===== config.mk =====
export PLATFORM = sky130hd
export DESIGN_NAME = sra_rx_align
export DESIGN_NICKNAME = d
export VERILOG_FILES = /design/src/sra_pkg.sv /design/src/sra_cdr_lock.sv /design/src/sra_rx_align.sv
export SDC_FILE = /design/constraint.sdc
export NUM_CORES = 1
export LEC_CHECK = 0
export CORE_MARGIN = 2
export CORE_UTILIZATION = 56
export DETAILED_ROUTE_END_ITERATION = 8
export DONT_BUFFER_PORTS = 1
export HOLD_SLACK_MARGIN = 0.1
export PLACE_DENSITY = 0.71
export SYNTH_ARGS = -nofsm -noshare
export SYNTH_HDL_FRONTEND = slang
export SYNTH_HIERARCHICAL = 1
export SYNTH_SLANG_ARGS = --single-unit

===== constraint.sdc =====
create_clock -name sys_clk -period 3.9 [get_ports sys_clk]
set_clock_uncertainty 0.05 [all_clocks]
set_input_delay 0.78 -clock sys_clk [delete_from_list [all_inputs] [get_ports sys_clk]]
set_output_delay 0.78 -clock sys_clk [all_outputs]
set_load 0.1 [all_outputs]

===== src/sra_pkg.sv =====
package sra_pkg;

  // ----------------------------------------------------------------
  // Sizes and limits
  // ----------------------------------------------------------------
  localparam int          NUM_CH_DEF    = 4;
  localparam int          HIST_W        = 32;
  localparam logic [2:0]  EQ_MAX        = 3'h4;
  localparam logic [2:0]  EQ_RESET      = 3'h0;
  localparam logic [10:0] PPM_BASE      = 11'h07d;
  localparam logic [7:0]  PHASE_TOL_MUI = 8'h50;
  localparam logic [7:0]  RL_STEP10     = 8'h05;
  localparam logic [7:0]  RL_STEP8      = 8'h04;
  localparam logic [3:0]  WLEN10_M1     = 4'h9;
  localparam logic [3:0]  WLEN8_M1      = 4'h7;
  localparam logic [9:0]  K28P5_NEG     = 10'h17c;
  localparam logic [1:0]  SYNC_COMMAS   = 2'h3;

  // ----------------------------------------------------------------
  // Timing
  // ----------------------------------------------------------------
  localparam int CLK_PERIOD_NS = 10;
  localparam int REF_LOCK_NS   = 2000;
  localparam int REF_LOCK_CYC  =
    (REF_LOCK_NS + CLK_PERIOD_NS - 1) / CLK_PERIOD_NS;

  // ----------------------------------------------------------------
  // Modes and states
  // ----------------------------------------------------------------
  typedef enum logic [1:0] {
    PROTO_CUSTOM = 2'h0,
    PROTO_SONET  = 2'h1,
    PROTO_XAUI   = 2'h2,
    PROTO_GIGE   = 2'h3
  } sra_proto_t;

  typedef enum logic [2:0] {
    AL_BITSLIP = 3'h0,
    AL_16BIT   = 3'h1,
    AL_10BIT   = 3'h2,
    AL_XAUI    = 3'h3,
    AL_GIGE    = 3'h4
  } sra_align_t;

  typedef enum logic [2:0] {
    LK_OFF  = 3'b001,
    LK_REF  = 3'b010,
    LK_DATA = 3'b100
  } sra_lock_st_t;

  // ----------------------------------------------------------------
  // Carriers
  // ----------------------------------------------------------------
  typedef struct packed {
    sra_proto_t  proto;
    sra_align_t  align_mode;
    logic        width10;
    logic        dbl;
    logic        pat7;
    logic        pat_double;
    logic [9:0]  user_pat;
    logic [15:0] user_pat16;
    logic [1:0]  ppm_sel;
    logic [4:0]  rl_steps;
    logic        eq_dynamic;
  } sra_cfg_t;

  typedef struct packed {
    logic        ser_bit;
    logic        ser_valid;
    logic        ch_used;
    logic        force_data;
    logic        force_ref;
    logic        bitslip;
    logic        realign;
    logic        align_en;
    logic [2:0]  eq_ctrl;
    logic [10:0] ppm_dev;
    logic [7:0]  phase_mui;
  } sra_ch_in_t;

  typedef struct packed {
    logic [19:0] word;
    logic        word_valid;
    logic        pat_det;
    logic        sync;
    logic        run_err;
    logic [2:0]  eq_level;
    logic        cdr_pwr_en;
    logic        pll_locked_n;
    logic        freq_locked;
  } sra_ch_out_t;

endpackage


===== src/sra_cdr_lock.sv =====
`timescale 1ns/1ns
module sra_cdr_lock
  import sra_pkg::*;
#(
  parameter int LOCK_CYC = REF_LOCK_CYC
) (
  input  wire logic        sys_clk,
  input  wire logic        rst_n,
  input  wire logic        ch_used,
  input  wire logic        force_data,
  input  wire logic        force_ref,
  input  wire logic [10:0] ppm_dev,
  input  wire logic [7:0]  phase_mui,
  input  wire logic [1:0]  ppm_sel,
  output logic             cdr_pwr_en,
  output logic             pll_locked_n,
  output logic             freq_locked
);

  logic         fd_meta_reg;
  logic         fd_sync_reg;
  logic         fr_meta_reg;
  logic         fr_sync_reg;
  logic [15:0]  lock_cnt_reg;
  logic         pll_locked_n_reg;
  logic         freq_locked_reg;
  sra_lock_st_t state_reg;
  sra_lock_st_t state_next;
  wire  [10:0]  ppm_thr;
  wire          ppm_ok;
  wire          phase_ok;
  wire          ref_locked;

  // ----------------------------------------------------------------
  // Override synchronisers
  // ----------------------------------------------------------------
  // A glitch on a half-settled override could flip the oscillator mode.
  always_ff @(posedge sys_clk or negedge rst_n) begin
    if (!rst_n) begin
      fd_meta_reg <= 1'b0;
      fd_sync_reg <= 1'b0;
      fr_meta_reg <= 1'b0;
      fr_sync_reg <= 1'b0;
    end else begin
      fd_meta_reg <= force_data;
      fd_sync_reg <= fd_meta_reg;
      fr_meta_reg <= force_ref;
      fr_sync_reg <= fr_meta_reg;
    end
  end

  // ----------------------------------------------------------------
  // Lock conditions
  // ----------------------------------------------------------------
  assign ppm_thr    = PPM_BASE << ppm_sel;
  assign ppm_ok     = ppm_dev <= ppm_thr;
  assign phase_ok   = phase_mui <= PHASE_TOL_MUI;
  assign ref_locked = lock_cnt_reg == 16'(LOCK_CYC);

  always_ff @(posedge sys_clk or negedge rst_n) begin
    if (!rst_n) begin
      lock_cnt_reg <= 16'h0000;
    end else if (state_next == LK_OFF) begin
      lock_cnt_reg <= 16'h0000;
    end else if (!ref_locked) begin
      lock_cnt_reg <= lock_cnt_reg + 16'h0001;
    end
  end

  // ----------------------------------------------------------------
  // Switchover state machine
  // ----------------------------------------------------------------
  always_comb begin
    state_next = state_reg;
    unique case (state_reg)
      LK_OFF: begin
        state_next = LK_REF;
      end
      LK_REF: begin
        if (fd_sync_reg) begin
          state_next = LK_DATA;
        end else if (!fr_sync_reg && ref_locked && ppm_ok && phase_ok) begin
          state_next = LK_DATA;
        end
      end
      LK_DATA: begin
        if (!fd_sync_reg && (fr_sync_reg || !ppm_ok)) begin
          state_next = LK_REF;
        end
      end
      default: begin
        state_next = LK_OFF;
      end
    endcase
    if (!ch_used) begin
      state_next = LK_OFF;
    end
  end

  always_ff @(posedge sys_clk or negedge rst_n) begin
    if (!rst_n) begin
      state_reg        <= LK_OFF;
      pll_locked_n_reg <= 1'b1;
      freq_locked_reg  <= 1'b0;
    end else begin
      state_reg        <= state_next;
      pll_locked_n_reg <= !(ref_locked && state_next != LK_OFF);
      freq_locked_reg  <= state_next == LK_DATA;
    end
  end

  assign cdr_pwr_en   = state_reg != LK_OFF;
  assign pll_locked_n = pll_locked_n_reg;
  assign freq_locked  = freq_locked_reg;
endmodule


===== src/sra_rx_align.sv =====
`timescale 1ns/1ns
module sra_rx_align
  import sra_pkg::*;
#(
  parameter int         NUM_CH    = NUM_CH_DEF,
  parameter logic [2:0] EQ_STATIC = EQ_RESET
) (
  input  wire logic                     sys_clk,
  input  wire logic                     rst_n,
  input  wire sra_cfg_t                 cfg,
  input  wire sra_ch_in_t  [NUM_CH-1:0] ch_in,
  output sra_ch_out_t      [NUM_CH-1:0] ch_out,
  output logic                          cfg_err
);

  // ----------------------------------------------------------------
  // Configuration checks
  // ----------------------------------------------------------------
  function automatic logic cfg_legal(sra_cfg_t c);
    logic cs;
    cs = c.proto == PROTO_CUSTOM || c.proto == PROTO_SONET;
    unique case (c.align_mode)
      AL_BITSLIP: return cs;
      AL_16BIT:   return cs && !c.width10 &&
                    (!c.pat_double || c.proto == PROTO_SONET);
      AL_10BIT:   return c.proto == PROTO_CUSTOM && c.width10;
      AL_XAUI:    return c.proto == PROTO_XAUI && c.width10;
      AL_GIGE:    return c.proto == PROTO_GIGE && c.width10;
      default:    return 1'b0;
    endcase
  endfunction

  function automatic logic [7:0] rl_thr(logic [4:0] steps, logic w10);
    logic [7:0] n;
    n = {3'h0, steps} + 8'h01;
    return w10 ? 8'(n * RL_STEP10) : 8'(n * RL_STEP8);
  endfunction

  wire       legal   = cfg_legal(cfg);
  wire [3:0] wlen_m1 = cfg.width10 ? WLEN10_M1 : WLEN8_M1;
  wire [7:0] run_thr = rl_thr(cfg.rl_steps, cfg.width10);
  wire       fixed   = cfg.align_mode == AL_XAUI || cfg.align_mode == AL_GIGE;
  wire [9:0] pat10   = fixed ? K28P5_NEG : cfg.user_pat;
  wire [7:0] a1      = cfg.user_pat16[7:0];
  wire [7:0] a2      = cfg.user_pat16[15:8];

  assign cfg_err = !legal;

  // ----------------------------------------------------------------
  // Channels
  // ----------------------------------------------------------------
  for (genvar c = 0; c < NUM_CH; c++) begin : g_ch
    sra_ch_in_t        ci;
    logic [HIST_W-1:0] hist_reg;
    logic [3:0]        bit_cnt_reg;
    logic              slip_q_reg;
    logic              slip_pend_reg;
    logic              pat_pend_reg;
    logic              sync_reg;
    logic [1:0]        comma_cnt_reg;
    logic              half_reg;
    logic [9:0]        low_reg;
    logic [19:0]       word_reg;
    logic              word_valid_reg;
    logic              pat_det_reg;
    logic              emit_reg;
    logic [7:0]        run_cnt_reg;
    logic              run_err_reg;
    logic [2:0]        eq_reg;
    logic              cdr_pwr_en;
    logic              pll_locked_n;
    logic              freq_locked;

    assign ci = ch_in[c];

    sra_cdr_lock u_lock (
      .sys_clk      (sys_clk),
      .rst_n        (rst_n),
      .ch_used      (ci.ch_used),
      .force_data   (ci.force_data),
      .force_ref    (ci.force_ref),
      .ppm_dev      (ci.ppm_dev),
      .phase_mui    (ci.phase_mui),
      .ppm_sel      (cfg.ppm_sel),
      .cdr_pwr_en   (cdr_pwr_en),
      .pll_locked_n (pll_locked_n),
      .freq_locked  (freq_locked)
    );

    // Window of the newest bits; the oldest sits in bit 0.
    wire [HIST_W-1:0] hist_new = {ci.ser_bit, hist_reg[HIST_W-1:1]};
    wire [9:0] win10 = hist_new[31:22];
    wire [7:0] win8  = hist_new[31:24];
    wire [9:0] cur   = cfg.width10 ? win10 : {2'h0, win8};

    wire m_full = win10 == pat10 || win10 == ~pat10;
    wire m_low7 = win10[6:0] == pat10[6:0] ||
                  win10[6:0] == ~pat10[6:0];
    wire m10    = (cfg.pat7 && !fixed) ? m_low7 : m_full;
    wire m16    = cfg.pat_double ? hist_new == {a2, a2, a1, a1}
                                 : hist_new[31:16] == {a2, a1};
    wire mslip  = cfg.width10 ? win10 == cfg.user_pat
                              : win8 == cfg.user_pat[7:0];

    wire mode16  = cfg.align_mode == AL_16BIT;
    wire mode10  = cfg.align_mode == AL_10BIT;
    wire modebs  = cfg.align_mode == AL_BITSLIP;
    wire pat_hit = legal && ci.ser_valid &&
                   (modebs ? mslip : (mode16 ? m16 : m10));
    wire boundary = bit_cnt_reg == wlen_m1;

    // The 10-bit aligner follows every pattern while enabled; the 16-bit and
    // fixed aligners search only until they hold sync, and bit-slip never aligns.
    wire can_align = !modebs && (mode10 ? ci.align_en : !sync_reg);
    wire align_now = pat_hit && can_align;
    wire slip_req  = ci.bitslip && !slip_q_reg && modebs && legal;
    wire slip_take = ci.ser_valid && slip_pend_reg;
    wire emit      = ci.ser_valid && !slip_take && (boundary || align_now);
    wire misalign  = fixed && sync_reg && pat_hit && !boundary;

    wire [7:0] run_next = (hist_new[31] == hist_reg[31])
                          ? ((run_cnt_reg == 8'hff) ? 8'hff
                                                    : run_cnt_reg + 8'h01)
                          : 8'h01;

    // A stalled slip absorbs one bit into the current word.
    always_ff @(posedge sys_clk or negedge rst_n) begin
      if (!rst_n) begin
        hist_reg      <= '0;
        bit_cnt_reg   <= 4'h0;
        slip_q_reg    <= 1'b0;
        slip_pend_reg <= 1'b0;
      end else begin
        slip_q_reg    <= ci.bitslip;
        slip_pend_reg <= slip_req || (slip_pend_reg && !slip_take);
        if (ci.ser_valid) begin
          hist_reg <= hist_new;
          if (emit) begin
            bit_cnt_reg <= 4'h0;
          end else if (!slip_take) begin
            bit_cnt_reg <= bit_cnt_reg + 4'h1;
          end
        end
      end
    end

    // Sync: 16-bit drops on realign, fixed modes on a misplaced comma.
    always_ff @(posedge sys_clk or negedge rst_n) begin
      if (!rst_n) begin
        sync_reg      <= 1'b0;
        comma_cnt_reg <= 2'h0;
      end else if (!legal || (mode16 && ci.realign) || misalign) begin
        sync_reg      <= 1'b0;
        comma_cnt_reg <= 2'h0;
      end else if (fixed && pat_hit && (boundary || align_now)) begin
        comma_cnt_reg <= comma_cnt_reg + 2'h1;
        if (comma_cnt_reg + 2'h1 == SYNC_COMMAS) begin
          sync_reg <= 1'b1;
        end
      end else if (!fixed && pat_hit && emit) begin
        sync_reg <= 1'b1;
      end
    end

    // Word assembly and pairing for the double-width path.
    always_ff @(posedge sys_clk or negedge rst_n) begin
      if (!rst_n) begin
        half_reg       <= 1'b0;
        low_reg        <= 10'h000;
        word_reg       <= 20'h00000;
        word_valid_reg <= 1'b0;
        pat_det_reg    <= 1'b0;
        pat_pend_reg   <= 1'b0;
        emit_reg       <= 1'b0;
      end else begin
        emit_reg       <= emit;
        word_valid_reg <= emit && (!cfg.dbl || (half_reg && !align_now));
        pat_pend_reg   <= (pat_pend_reg && !emit) || (pat_hit && !emit);
        if (emit) begin
          // A pattern seen before the setting went illegal must not leak out.
          pat_det_reg <= legal && (pat_pend_reg || pat_hit);
          if (!cfg.dbl) begin
            word_reg <= {10'h000, cur};
          end else if (half_reg && !align_now) begin
            word_reg <= cfg.width10 ? {cur, low_reg}
                                    : {4'h0, cur[7:0], low_reg[7:0]};
            half_reg <= 1'b0;
          end else begin
            low_reg  <= cur;
            half_reg <= 1'b1;
          end
        end
      end
    end

    // Run length and equaliser.
    always_ff @(posedge sys_clk or negedge rst_n) begin
      if (!rst_n) begin
        run_cnt_reg <= 8'h00;
        run_err_reg <= 1'b0;
        eq_reg      <= EQ_RESET;
      end else begin
        run_err_reg <= 1'b0;
        if (ci.ser_valid) begin
          run_cnt_reg <= run_next;
          run_err_reg <= run_next == run_thr + 8'h01;
        end
        if (!cfg.eq_dynamic) begin
          eq_reg <= EQ_STATIC;
        end else if (ci.eq_ctrl <= EQ_MAX) begin
          eq_reg <= ci.eq_ctrl;
        end
      end
    end

    assign ch_out[c] = '{word:         word_reg,
                         word_valid:   word_valid_reg,
                         pat_det:      pat_det_reg,
                         sync:         sync_reg,
                         run_err:      run_err_reg,
                         eq_level:     eq_reg,
                         cdr_pwr_en:   cdr_pwr_en,
                         pll_locked_n: pll_locked_n,
                         freq_locked:  freq_locked};

  end
endmodule


==> impl_metrics.toml <==
[outcome]
outcome = "complete, but fails checks"
violations = "negative hold slack"

[power]
leakagePower_nw = 12.24
vdd_drop_max_v = 0.0006334
power_density_nw_per_um2 = 612.9

[drt]
drt_pass1_iterations = 6
viasPerCell = 6.250
ant_nets = 0
drt_iter0_drc = 1505
drt-wirelength-per-cell_um = 21.16
vias = 20530
drc_errors = 0
wl_um = 69500

[yosys]
synth_top_area_share_pct = 41.37
syn_avg_cell_area_um2 = 9.757
netlist_instances = 2703
async_flop_share_pct = 100.0
synth_seq_cells = 444
synth.area.top_cells = "dfrtp_1 (41%), mux2_2 (8.5%), xnor2_1 (6.5%)"
seq_area_frac_synth_pct = 42.17
synth_warnings = 6
synthTopCellsByCount = "dfrtp_1 (436), mux2_2 (199), nor2_1 (199), xnor2_1 (196), nand2_1 (168)"
syn_nets = 2930
yosys.area.top_type = "dfrtp_1"
synth_cell_types = 96
synth_edf_count = 0
yosysMostFrequentCell = "dfrtp_1"
yosys_most_used_dff = "dfrtp_1"
syn_area_um2 = 26370

[cells_and_area]
final_nets = 2865
largest_reg_flops = 124
layout-drive-gt1-share_pct = 15.58
fill_cells = 3772
instances_no_fill = 3285
area_growth_pct = 7.814
final_cell_area_um2 = 28430

[clock_network]
root_buffer = "clkbuf_16"
path_clk_slew_ns = 0.06
cts.htree.levels = 2
cts_made_buffers = 48
cts.path.max_buffers = 3
clock-sinks = 444
cts_tree = "done"
insertion_delay_ns = 0.59

[place]
place_congestion = 0.9290
hpwl_um = 49170
place_inst = 3195
port_buffers = 0
placed_cell_area_um2 = 26850

[floorplan]
coreArea_um2 = 46560
io_pins = 286
dieArea_um2 = 48850
start_util_pct = 56.65
die_w_um = 221.0
die_y_um = 221.0
rows = 79

[critical_path]
cp.arrival_ns = 3.86
path_cells = "xor2_1, a31oi_1, o32a_1, or4_4, o21ai_2, o221a_2, a21oi_2, or2_4, a21o_1, clkinv_2, mux2_2"
cp_slowest_cell = "dfrtp_1"
worstSetupEndpointType = "flop"
crit_path_start_kind = "flop"
crit_required_ns = 4.32
path_class = "reg -> reg"
cpPeakStageDelay_ns = 0.56
crit_fanout = 11

[global_routing]
grt_max_degree = 445
antenna_found_initial = 6
grt_util_all_layers_pct = 28.05
grt_overflow = 0
grt_pass1_wl_um = 110600
grt_pass1_vias = 20530

[timing]
tightest_slew_ns = 1.215
drv_slew = 0
grt_setup_unrepaired = "no"
fmax_mhz = 290.1
slew_headroom_pct = 18.46
fin_crit_sh_pct = 88.40
hold_viol_final = 84
setup_tns_ns = 0
min_period_ns = 3.447
fin_hold_ws_ns = -0.1556
finalSetupViolations = 0

[min_path]
hold_class = "in -> async"

[flow_run]
max_cap_violations = 0
report_power, final:
part / internal, W / leakage (nW) / switching (W)
clock: 0.00271 / 0.785 / 0.00184
combinational: 0.00205 / 5.68 / 0.00178
sequential: 0.00572 / 5.78 / 0.00333
total: 0.0105 / 12.2 / 0.00695
cell usage in the layout, fill, tap and decap left out, types with 10 or more instances in the layout:
| master | synthesis | layout |
|---|---|---|
| mux2i_1 | 14 | 14 |
| xnor2_1 | 196 | 196 |
| nor2_1 | 199 | 199 |
| buf_4 | 33 | 69 |
| a31oi_1 | 22 | 22 |
| and2_1 | 11 | 11 |
| a32oi_1 | 10 | 10 |
| and3_1 | 46 | 46 |
| clkbuf_16 | 0 | 49 |
| o31ai_1 | 12 | 12 |
| o2bb2ai_1 | 42 | 42 |
| o21ai_0 | 112 | 112 |
| or3_1 | 17 | 17 |
| a21o_1 | 27 | 27 |
| a21oi_1 | 140 | 140 |
| ha_1 | 61 | 61 |
| inv_1 | 95 | 95 |
| nand2b_1 | 18 | 18 |
| nand3_1 | 130 | 130 |
| clkbuf_1 | 100 | 14 |
| clkbuf_8 | 0 | 14 |
| dfrtp_1 | 436 | 436 |
| nor3_1 | 71 | 71 |
| nor2b_1 | 41 | 41 |
| o22ai_1 | 14 | 14 |
| nand2_1 | 168 | 168 |
| nor4_1 | 30 | 30 |
| mux2_2 | 199 | 199 |
| o21a_1 | 24 | 24 |
| nand4_1 | 39 | 39 |
| xor2_1 | 109 | 109 |
per-stage QoR:
stage / hold WS [ns] / util (%) / total power (W) / setup WS (ns)
after floorplan: 0.2812 / - / 0.01194 / 0.01869
after global routing: -0.1732 / 61.08 / 0.01829 / 0.2513
after detailed placement: 0.2855 / 57.67 / 0.01290 / 0.01446
final: -0.1556 / 61.08 / 0.01743 / 0.4525
after global placement: 0.2831 / 57.67 / 0.01268 / 0.05490
after CTS: -0.1743 / 61.07 / 0.01749 / 0.4695
layout make-up:
| cell class | instances | area [um^2] | share of cell area [%] |
|---|---|---|---|
| Timing Repair Buffer | 73 | 598.1 | 2.103 |
| Antenna cell | 2 | 5.005 | 0.01760 |
| Multi-Input combinational cell | 1972 | 14000 | 49.23 |
| Sequential cell | 444 | 11120 | 39.11 |
| Clock buffer | 77 | 1471 | 5.175 |
| Tap cell | 607 | 759.5 | 2.671 |
| Inverter | 99 | 372.9 | 1.311 |
| Clock inverter | 11 | 108.9 | 0.3828 |
cells by family after synthesis:
family / count (synthesis) / synth area share [%]
DFF: 444 / 42.17
adders and majority gates: 62 / 2.970
xor gates and xnor gates: 305 / 10.13
muxes: 222 / 9.540
AOI/OAI and AO/OA: 526 / 13.53
buffers and inverters: 287 / 4.758
and+or+nand+nor: 857 / 16.90
what timing repair did:
action,in CTS,in global routing
resized for setup,0,0
setup buffers,0,0
hold endpoints to repair,438,438
worst paths after layout:
path,from,to,slack (ns),cells past startpoint
setup / recovery,g_ch[3].hist_reg[25],g_ch[3].word_reg[0],0.45,11
hold / removal,rst_n,g_ch[0].u_lock/lock_cnt_reg[1],-0.16,0
setup reg to reg,g_ch[3].hist_reg[25],g_ch[3].word_reg[0],0.45,11
hold reg to reg,g_ch[0].u_lock/fd_meta_reg,g_ch[0].u_lock/fd_sync_reg,0.30,0
max in group asynchronous,rst_n,g_ch[1].low_reg[2],3.10,0
min in group sys_clk,ch_in[114],g_ch[3].slip_q_reg,0.17,0
critical path: cells and delay by family (launching register included):
kind | cells | cell delay [ns]
buf+inv | 1 | 0.21
flops | 1 | 0.56
simple gates | 2 | 0.78
xor+xnor | 1 | 0.36
compound gates | 6 | 1.01
mux | 1 | 0.36
metal layers:
metal	global-route usage, %	vias to the layer above	wire, um
li1	-	9447	-
met1	34.84	10090	28260
met2	45.80	778	32250
met3	7.967	214	5912
met4	12.10	6	3033
met5	0	-	34
(Power assumes the default switching activity.)
